$ cat src/core/aimc_defs.vh
`ifndef AIMC_DEFS_VH
`define AIMC_DEFS_VH

// Register offsets on the internal register port
`define AIMC_ADDR_EVENT_STATUS 8'h03
`define AIMC_ADDR_DEVICE_STATUS 8'h04
`define AIMC_ADDR_IRQ_ENABLE 8'h06
`define AIMC_ADDR_OP_STATE_CTRL 8'h07
`define AIMC_ADDR_TAP_CTRL 8'h09

// Reset values
`define AIMC_RST_IRQ_ENABLE 8'h00
`define AIMC_RST_OP_STATE_CTRL 8'h00
`define AIMC_RST_TAP_CTRL 8'h00

// Interrupt enable fields
`define AIMC_IEN_TAP_MSB 5
`define AIMC_IEN_SAMPLE_BIT 7

// Operating-state control fields
`define AIMC_OPC_STATE_MSB 1
`define AIMC_OPC_WDOG_LOW_BIT 4
`define AIMC_OPC_WDOG_HIGH_BIT 5
`define AIMC_OPC_PUSH_PULL_BIT 6
`define AIMC_OPC_ACT_HIGH_BIT 7
`define AIMC_OPC_WMASK 8'hF3

// Operating-state codes
`define AIMC_STATE_STANDBY 2'h0
`define AIMC_STATE_WAKE 2'h1

// Tap control fields
`define AIMC_TAPC_GLOBAL_BIT 7
`define AIMC_TAPC_WMASK 8'hBF

// Device status fields
`define AIMC_DSTAT_WDOG_BIT 4

// Watchdog stall limit in sys_clk cycles (no figure given; plain default)
`define AIMC_WDOG_STALL_CYCLES 1000

`endif

$ cat src/core/aimc_bus_wdog.v
`include "aimc_defs.vh"

module aimc_bus_wdog #(
  parameter STALL_CYCLES = `AIMC_WDOG_STALL_CYCLES,
  parameter CNT_W = 16
) (
  input wire sys_clk, // System clock
  input wire reset, // Synchronous reset, active high
  input wire scl_level, // Serial clock line level
  input wire bus_busy, // Serial transfer in progress
  input wire low_en, // Low-stall detection enable
  input wire high_en, // High-stall detection enable
  output reg expire_reg // One-cycle expiry pulse
);

  reg [CNT_W-1:0] count_reg;
  reg last_level_reg;
  wire armed;
  wire at_limit;

  // High stall only counts inside a transfer, since an idle bus rests high
  assign armed = scl_level ? (high_en & bus_busy) : low_en;
  assign at_limit = (count_reg == STALL_CYCLES[CNT_W-1:0] - 16'h0001);

  // Count cycles the line rests at one level; restart on any edge
  always @(posedge sys_clk) begin
    if (reset) begin
      count_reg <= 16'h0000;
      last_level_reg <= 1'b1;
      expire_reg <= 1'b0;
    end else begin
      last_level_reg <= scl_level;
      expire_reg <= 1'b0;
      if (!armed || (scl_level != last_level_reg)) begin
        count_reg <= 16'h0000;
      end else if (at_limit) begin
        count_reg <= 16'h0000; // Re-arm so a long stall fires once per period
        expire_reg <= 1'b1;
      end else begin
        count_reg <= count_reg + 16'h0001;
      end
    end
  end

endmodule

$ cat src/core/aimc_ctrl.v
`include "aimc_defs.vh"

module aimc_ctrl #(
  parameter NUM_TAPS = 6,
  parameter WDOG_STALL_CYCLES = `AIMC_WDOG_STALL_CYCLES
) (
  input wire sys_clk, // 40 MHz system clock
  input wire reset, // Synchronous reset, active high
  input wire [7:0] reg_addr, // Register address from serial slave
  input wire [7:0] reg_wdata, // Write data
  input wire reg_wr, // Write strobe, one cycle
  input wire reg_rd, // Read strobe, one cycle
  output reg [7:0] reg_rdata_reg, // Read data, valid cycle after strobe
  input wire [NUM_TAPS-1:0] tap_event, // Tap detector pulses
  input wire sample_event, // Sample acquired pulse
  input wire scl_level, // Serial clock line level
  input wire bus_busy, // Serial transfer in progress
  output reg slave_reset_reg, // Return serial slave to idle
  output reg [1:0] op_state_sel_reg, // Selected operating state
  output reg interrupt_out_pin_o_reg, // Interrupt pin output level
  output reg interrupt_out_pin_oe_n_reg // Interrupt pin drive, low drives
);

  reg [7:0] irq_enable_reg;
  reg [7:0] op_ctrl_reg;
  reg [7:0] tap_ctrl_reg;
  reg [NUM_TAPS-1:0] tap_flag_reg;
  reg sample_ready_flag_reg;
  reg bus_wdog_event_flag_reg;
  reg [7:0] rdata_next;
  wire [NUM_TAPS-1:0] tap_set;
  wire [NUM_TAPS-1:0] tap_irq_src;
  wire status_rd;
  wire dstat_rd;
  wire wdog_expire;
  wire irq_active;
  wire bus_wdog_low_stall_en;
  wire bus_wdog_high_stall_en;
  wire irq_push_pull_sel;
  wire irq_active_high_sel;
  wire sample_ready_irq_en;

  assign bus_wdog_low_stall_en = op_ctrl_reg[`AIMC_OPC_WDOG_LOW_BIT];
  assign bus_wdog_high_stall_en = op_ctrl_reg[`AIMC_OPC_WDOG_HIGH_BIT];
  assign irq_push_pull_sel = op_ctrl_reg[`AIMC_OPC_PUSH_PULL_BIT];
  assign irq_active_high_sel = op_ctrl_reg[`AIMC_OPC_ACT_HIGH_BIT];
  assign sample_ready_irq_en = irq_enable_reg[`AIMC_IEN_SAMPLE_BIT];
  assign status_rd = reg_rd && (reg_addr == `AIMC_ADDR_EVENT_STATUS);
  assign dstat_rd = reg_rd && (reg_addr == `AIMC_ADDR_DEVICE_STATUS);

  // Configuration writes; state register takes writes in any state
  always @(posedge sys_clk) begin
    if (reset) begin
      irq_enable_reg <= `AIMC_RST_IRQ_ENABLE;
      op_ctrl_reg <= `AIMC_RST_OP_STATE_CTRL;
      tap_ctrl_reg <= `AIMC_RST_TAP_CTRL;
    end else if (reg_wr) begin
      case (reg_addr)
        `AIMC_ADDR_IRQ_ENABLE: irq_enable_reg <= reg_wdata & 8'hBF; // Bit 6 reserved
        // Bit 2 is host-kept zero and bit 3 reserved; neither is stored
        `AIMC_ADDR_OP_STATE_CTRL: op_ctrl_reg <= reg_wdata & `AIMC_OPC_WMASK;
        `AIMC_ADDR_TAP_CTRL: tap_ctrl_reg <= reg_wdata & `AIMC_TAPC_WMASK;
        default: irq_enable_reg <= irq_enable_reg;
      endcase
    end
  end

  // Tap flags only set when that direction's detection is switched on
  genvar gi;
  generate
    for (gi = 0; gi < NUM_TAPS; gi = gi + 1) begin : g_tap
      assign tap_set[gi] = tap_event[gi] & tap_ctrl_reg[gi] &
                           tap_ctrl_reg[`AIMC_TAPC_GLOBAL_BIT];
      // Gated by the interrupt enable and the tap enables; the flag path never looks at the interrupt enable
      assign tap_irq_src[gi] = tap_flag_reg[gi] & irq_enable_reg[gi] &
                               tap_ctrl_reg[gi] & tap_ctrl_reg[`AIMC_TAPC_GLOBAL_BIT];
      // Read clears, but an event in the same cycle survives the clear
      always @(posedge sys_clk) begin
        if (reset) begin
          tap_flag_reg[gi] <= 1'b0;
        end else if (tap_set[gi]) begin
          tap_flag_reg[gi] <= 1'b1;
        end else if (status_rd) begin
          tap_flag_reg[gi] <= 1'b0;
        end
      end
    end
  endgenerate

  // Sample flag and watchdog flag, set wins over read-clear
  always @(posedge sys_clk) begin
    if (reset) begin
      sample_ready_flag_reg <= 1'b0;
      bus_wdog_event_flag_reg <= 1'b0;
    end else begin
      if (sample_event) begin
        sample_ready_flag_reg <= 1'b1;
      end else if (status_rd) begin
        sample_ready_flag_reg <= 1'b0;
      end
      if (wdog_expire) begin
        bus_wdog_event_flag_reg <= 1'b1;
      end else if (dstat_rd) begin
        bus_wdog_event_flag_reg <= 1'b0;
      end
    end
  end

  // Level interrupt: stays up until a status read clears every enabled flag
  assign irq_active = (|tap_irq_src) |
                      (sample_ready_flag_reg & sample_ready_irq_en);

  // Read mux; the status snapshot is the pre-clear value
  always @* begin
    rdata_next = 8'h00;
    case (reg_addr)
      `AIMC_ADDR_EVENT_STATUS: begin
        rdata_next[NUM_TAPS-1:0] = tap_flag_reg;
        rdata_next[7] = sample_ready_flag_reg;
      end
      `AIMC_ADDR_DEVICE_STATUS: begin
        rdata_next[`AIMC_DSTAT_WDOG_BIT] = bus_wdog_event_flag_reg;
        rdata_next[`AIMC_OPC_STATE_MSB:0] = op_state_sel_reg;
      end
      `AIMC_ADDR_IRQ_ENABLE: rdata_next = irq_enable_reg;
      `AIMC_ADDR_OP_STATE_CTRL: rdata_next = op_ctrl_reg;
      `AIMC_ADDR_TAP_CTRL: rdata_next = tap_ctrl_reg;
      default: rdata_next = 8'h00;
    endcase
  end

  // Registered outputs: read data, state, slave reset, interrupt pad
  always @(posedge sys_clk) begin
    if (reset) begin
      reg_rdata_reg <= 8'h00;
      op_state_sel_reg <= `AIMC_STATE_STANDBY;
      slave_reset_reg <= 1'b0;
      interrupt_out_pin_o_reg <= 1'b1;
      interrupt_out_pin_oe_n_reg <= 1'b1; // Released: default open drain, idle
    end else begin
      if (reg_rd) begin
        reg_rdata_reg <= rdata_next;
      end
      op_state_sel_reg <= op_ctrl_reg[`AIMC_OPC_STATE_MSB:0];
      slave_reset_reg <= wdog_expire;
      if (irq_push_pull_sel) begin
        // Push-pull: always driven, level follows polarity
        interrupt_out_pin_oe_n_reg <= 1'b0;
        interrupt_out_pin_o_reg <= irq_active ~^ irq_active_high_sel;
      end else begin
        // Open drain: only ever pulls low; pull-up gives the high level
        interrupt_out_pin_o_reg <= 1'b0;
        interrupt_out_pin_oe_n_reg <= irq_active ~^ irq_active_high_sel;
      end
    end
  end

  // Clock-line stall watchdog
  aimc_bus_wdog #(
    .STALL_CYCLES(WDOG_STALL_CYCLES),
    .CNT_W(16)
  ) u_wdog (
    .sys_clk(sys_clk),
    .reset(reset),
    .scl_level(scl_level),
    .bus_busy(bus_busy),
    .low_en(bus_wdog_low_stall_en),
    .high_en(bus_wdog_high_stall_en),
    .expire_reg(wdog_expire)
  );

endmodule

$ cat config.mk
export PLATFORM = sky130hd
export DESIGN_NAME = aimc_ctrl
export DESIGN_NICKNAME = d
export VERILOG_FILES = /design/src/core/aimc_bus_wdog.v /design/src/core/aimc_ctrl.v
export VERILOG_INCLUDE_DIRS = /design/src /design/src/core
export SDC_FILE = /design/constraint.sdc
export NUM_CORES = 1
export LEC_CHECK = 0
export BUFFER_PORTS_ARGS = -buffer_cell sky130_fd_sc_hd__buf_2
export CAP_MARGIN = 15
export CORE_UTILIZATION = 40
export DETAILED_ROUTE_END_ITERATION = 12
export GPL_TIMING_DRIVEN = 0
export MAX_ROUTING_LAYER = met4
export PLACE_DENSITY = 0.67
export SYNTH_ARGS = -nofsm -noshare
export SYNTH_HDL_FRONTEND = slang
export SYNTH_SLANG_ARGS = --single-unit
$ cat constraint.sdc
create_clock -name sys_clk -period 3.71 [get_ports sys_clk]
set_clock_uncertainty 0.1 [all_clocks]
set_input_delay 0.1855 -clock sys_clk [delete_from_list [all_inputs] [get_ports sys_clk]]
set_output_delay 0.1855 -clock sys_clk [all_outputs]
set_load 0.01 [all_outputs]
==> reports/qor.yml <==
critical_path:
  crit_arrival_ps: 2100
  critical_path.startpoint: "u_wdog.count_reg[14]"
  reg2reg_depth: 5
  r2r_slack_ps: 1740
  r2r-start: "u_wdog.count_reg[14]"
  worstSetupPathType: "reg -> reg"
  cp_max_fo: 10
  worstPathRequired_ps: 3830
  worst_setup_path_start_kind: "flop"
  r2r-end: "u_wdog.count_reg[9]"
  endpoint: "u_wdog.count_reg[9]"
  endpoint_kind: "flop"
run_status:
  outcome: "complete, no violations"
global_route:
  grt_pass1_wl_um: 11420
  grt.overflow.total: 0
  grt_pass1_vias: 2329
  antenna_found_initial: 0
  grt.total_usage_pct: 21.21
  grt_max_degree: 11
cells_and_area:
  nFillCells: 621
  final_cell_mix: "59 x dfxtp_1, 42 x nor2_1, 42 x buf_2"
  nets: 372
  drive_gt1_share_pct: 20.17
  diodes: 0
  layout_commonest_cell: "dfxtp_1"
  largest_reg_flops: 16
  area_growth_pct: 19.19
logic_synthesis:
  ys_types: 43
  syn_inst: 289
  synth_nets: 319
  netlist_top_cells_area: "dfxtp_1 44%, nor2_1 5.9%, mux2i_1 5.3%, a21oi_1 3.0%, a32oi_1 3.0%"
  yosysTopAreaCellShare_pct: 44.40
  ys_ff_latch: 59
  seq_area_frac_synth_pct: 44.40
  yosys.area.top_type: "dfxtp_1"
  avgSynthCellArea_um2: 9.204
  yosys_warnings: 0
  synth_area_um2: 2660
floorplan:
  fp.dieH_um: 83.55
  rows: 29
  coreArea_um2: 6386
  ios: 42
  fp.dieW_um: 83.55
  initial_core_util_pct: 41.65
  dieArea_um2: 6981
place:
  place.gp.congestion: 0.8502
  place_ws_ps: 1708
  hpwl_um: 4814
  io_buffers: 40
timing:
  rsz0062_at_grt: "false"
  fin_hold_ws_ps: 7.685
  tns_ps: 0
  hold_violations: 0
  fmax_mhz: 507.2
  maxSlewHeadroom_pct: 53.99
  setup_viol: 0
  tightest_slew_ps: 684.5
  slew_viol_final: 0
  period_share_pct: 53.15
  layout_setup_ws_ps: 1738
  period_needed_ps: 1972
clock_network:
  cts_sinks: 59
  root_buffer: "clkbuf_8"
  cts_made_buffers: 9
  cts_resized: 0
  clk_latency_ps: 340
  path_clk_slew_ps: 70
  cts.htree.levels: 3
  cts_buffer_depth: 2
  cts_tree: "done"
worst_hold_path:
  hp-start: "reg_wdata[2]"
  hold_path_class: "in -> reg"
pwr:
  power.density_nw_per_um2: 403.8
  power.leakage_uw: 0.001108
  vdd_drop_max_v: 0.0001812
detailed_routing:
  drt_wl_total_um: 6745
  route.vias.total: 2424
  viasPerCell: 5.717
  dr.first_iter.drc_count: 190
  postRouteAntennaNets: 0
  wire_per_inst_um: 15.91
  drt_pass1_iterations: 4
  drc: 0
job:
  drv_cap: 0
==> critical path, cell delays in order (launching register included) <==
cell and delay, ps:
dfxtp_1 330, or4_1 540, or4_4 570, nand2b_4 120
buf_6 140, nor2_1 50
==> synth_stat cells <==
| library cell | count |
|---|---|
| nand3_1 | 14 |
| ha_1 | 1 |
| nand2_1 | 5 |
| buf_2 | 2 |
| nor2_1 | 42 |
| buf_1 | 1 |
| a21oi_1 | 16 |
| or4_1 | 6 |
| and4_1 | 3 |
| dfxtp_1 | 59 |
| a22oi_1 | 7 |
| a2bb2oi_1 | 2 |
| nand2b_1 | 1 |
| nand2b_4 | 1 |
| buf_6 | 1 |
| nor4_2 | 1 |
| and2_1 | 1 |
| nor4_1 | 2 |
| nor3_1 | 2 |
| or4_4 | 1 |
| or2_2 | 2 |
| nor3_4 | 1 |
| inv_1 | 6 |
| nand4_1 | 8 |
| a211oi_1 | 6 |
| clkbuf_1 | 12 |
| mux2i_1 | 14 |
| mux2_2 | 5 |
| xor2_1 | 4 |
| nand4b_1 | 4 |
| and3_1 | 5 |
| a31oi_1 | 3 |
| nor3b_1 | 2 |
| o21ai_0 | 9 |
| o32a_1 | 3 |
| o31ai_1 | 3 |
| a22o_1 | 4 |
| a32oi_1 | 9 |
| nor2b_1 | 8 |
| xnor2_1 | 7 |
| a31o_2 | 1 |
| nand4bb_1 | 1 |
| o2bb2ai_1 | 4 |
==> area by class of cell <==
cell class,instances,area (um^2),area share (%)
Multi-Input combinational cell,208,1386,43.73
Sequential cell,59,1181,37.25
Timing Repair Buffer,42,220.2,6.946
Clock buffer,11,141.4,4.459
Tap cell,77,96.34,3.039
Buffer,16,70.07,2.210
Clock inverter,5,52.55,1.657
Inverter,6,22.52,0.7103
==> per-layer routing <==
layer / wire [um] / up-vias / GRT usage (%)
met1: 3216 / 1143 / 29.33
met4: 105 / 0 / 7.396
met3: 411 / 12 / 3.561
li1: - / 1184 / -
met5: 0 / - / -
met2: 3012 / 85 / 31.45
==> worst min path at each step <==
stage / to / slack, ps / depth (start not counted)
3_5_place_dp: sample_ready_flag_reg / 300 / 3
6_report: irq_enable_reg[2] / 8 / 3
4_1_cts: irq_enable_reg[3] / 4 / 3
3_3_place_gp: sample_ready_flag_reg / 290 / 3
2_1_floorplan: u_wdog.last_level_reg / 190 / 1
5_1_grt: irq_enable_reg[2] / 10 / 3
==> metrics by stage <==
stage	util [%]	std cells	total power, uW	cell area, um^2
after floorplan	-	289	680.5	2660
after global placement	46.30	406	712.3	2957
after detailed placement	46.30	406	713.9	2957
after CTS	49.65	424	1289	3171
after global routing	49.65	424	1324	3171
final	49.65	424	1280	3171
==> cells by family (layout without fill, tap and decap cells) <==
family                   Yosys count  count (layout)  synth area share [%]
AND/OR/NAND/NOR                  110             110                 23.00
flip-flops                        59              59                 44.40
multiplexers                      19              19                 7.384
AO/OA/AOI/OAI                     67              67                 17.64
XOR/XNOR                          11              11                 3.622
adder cells (fa/ha/maj)            1               1                0.4703
buffers and inverters             22              80                 3.480
==> timing repair <==
action,in CTS,in global routing
buffers inserted,0,0
hold buffers,2,0
hold endpoints to repair,2,0
==> power by group <==
part           internal, uW  leakage (uW)  switching [uW]
Sequential              637      0.000477            2.53
Combinational          23.1      0.000532            39.3
Clock                   325     0.0000991             253
Total                   985       0.00111             295
Power figures use the tool's default switching activity.
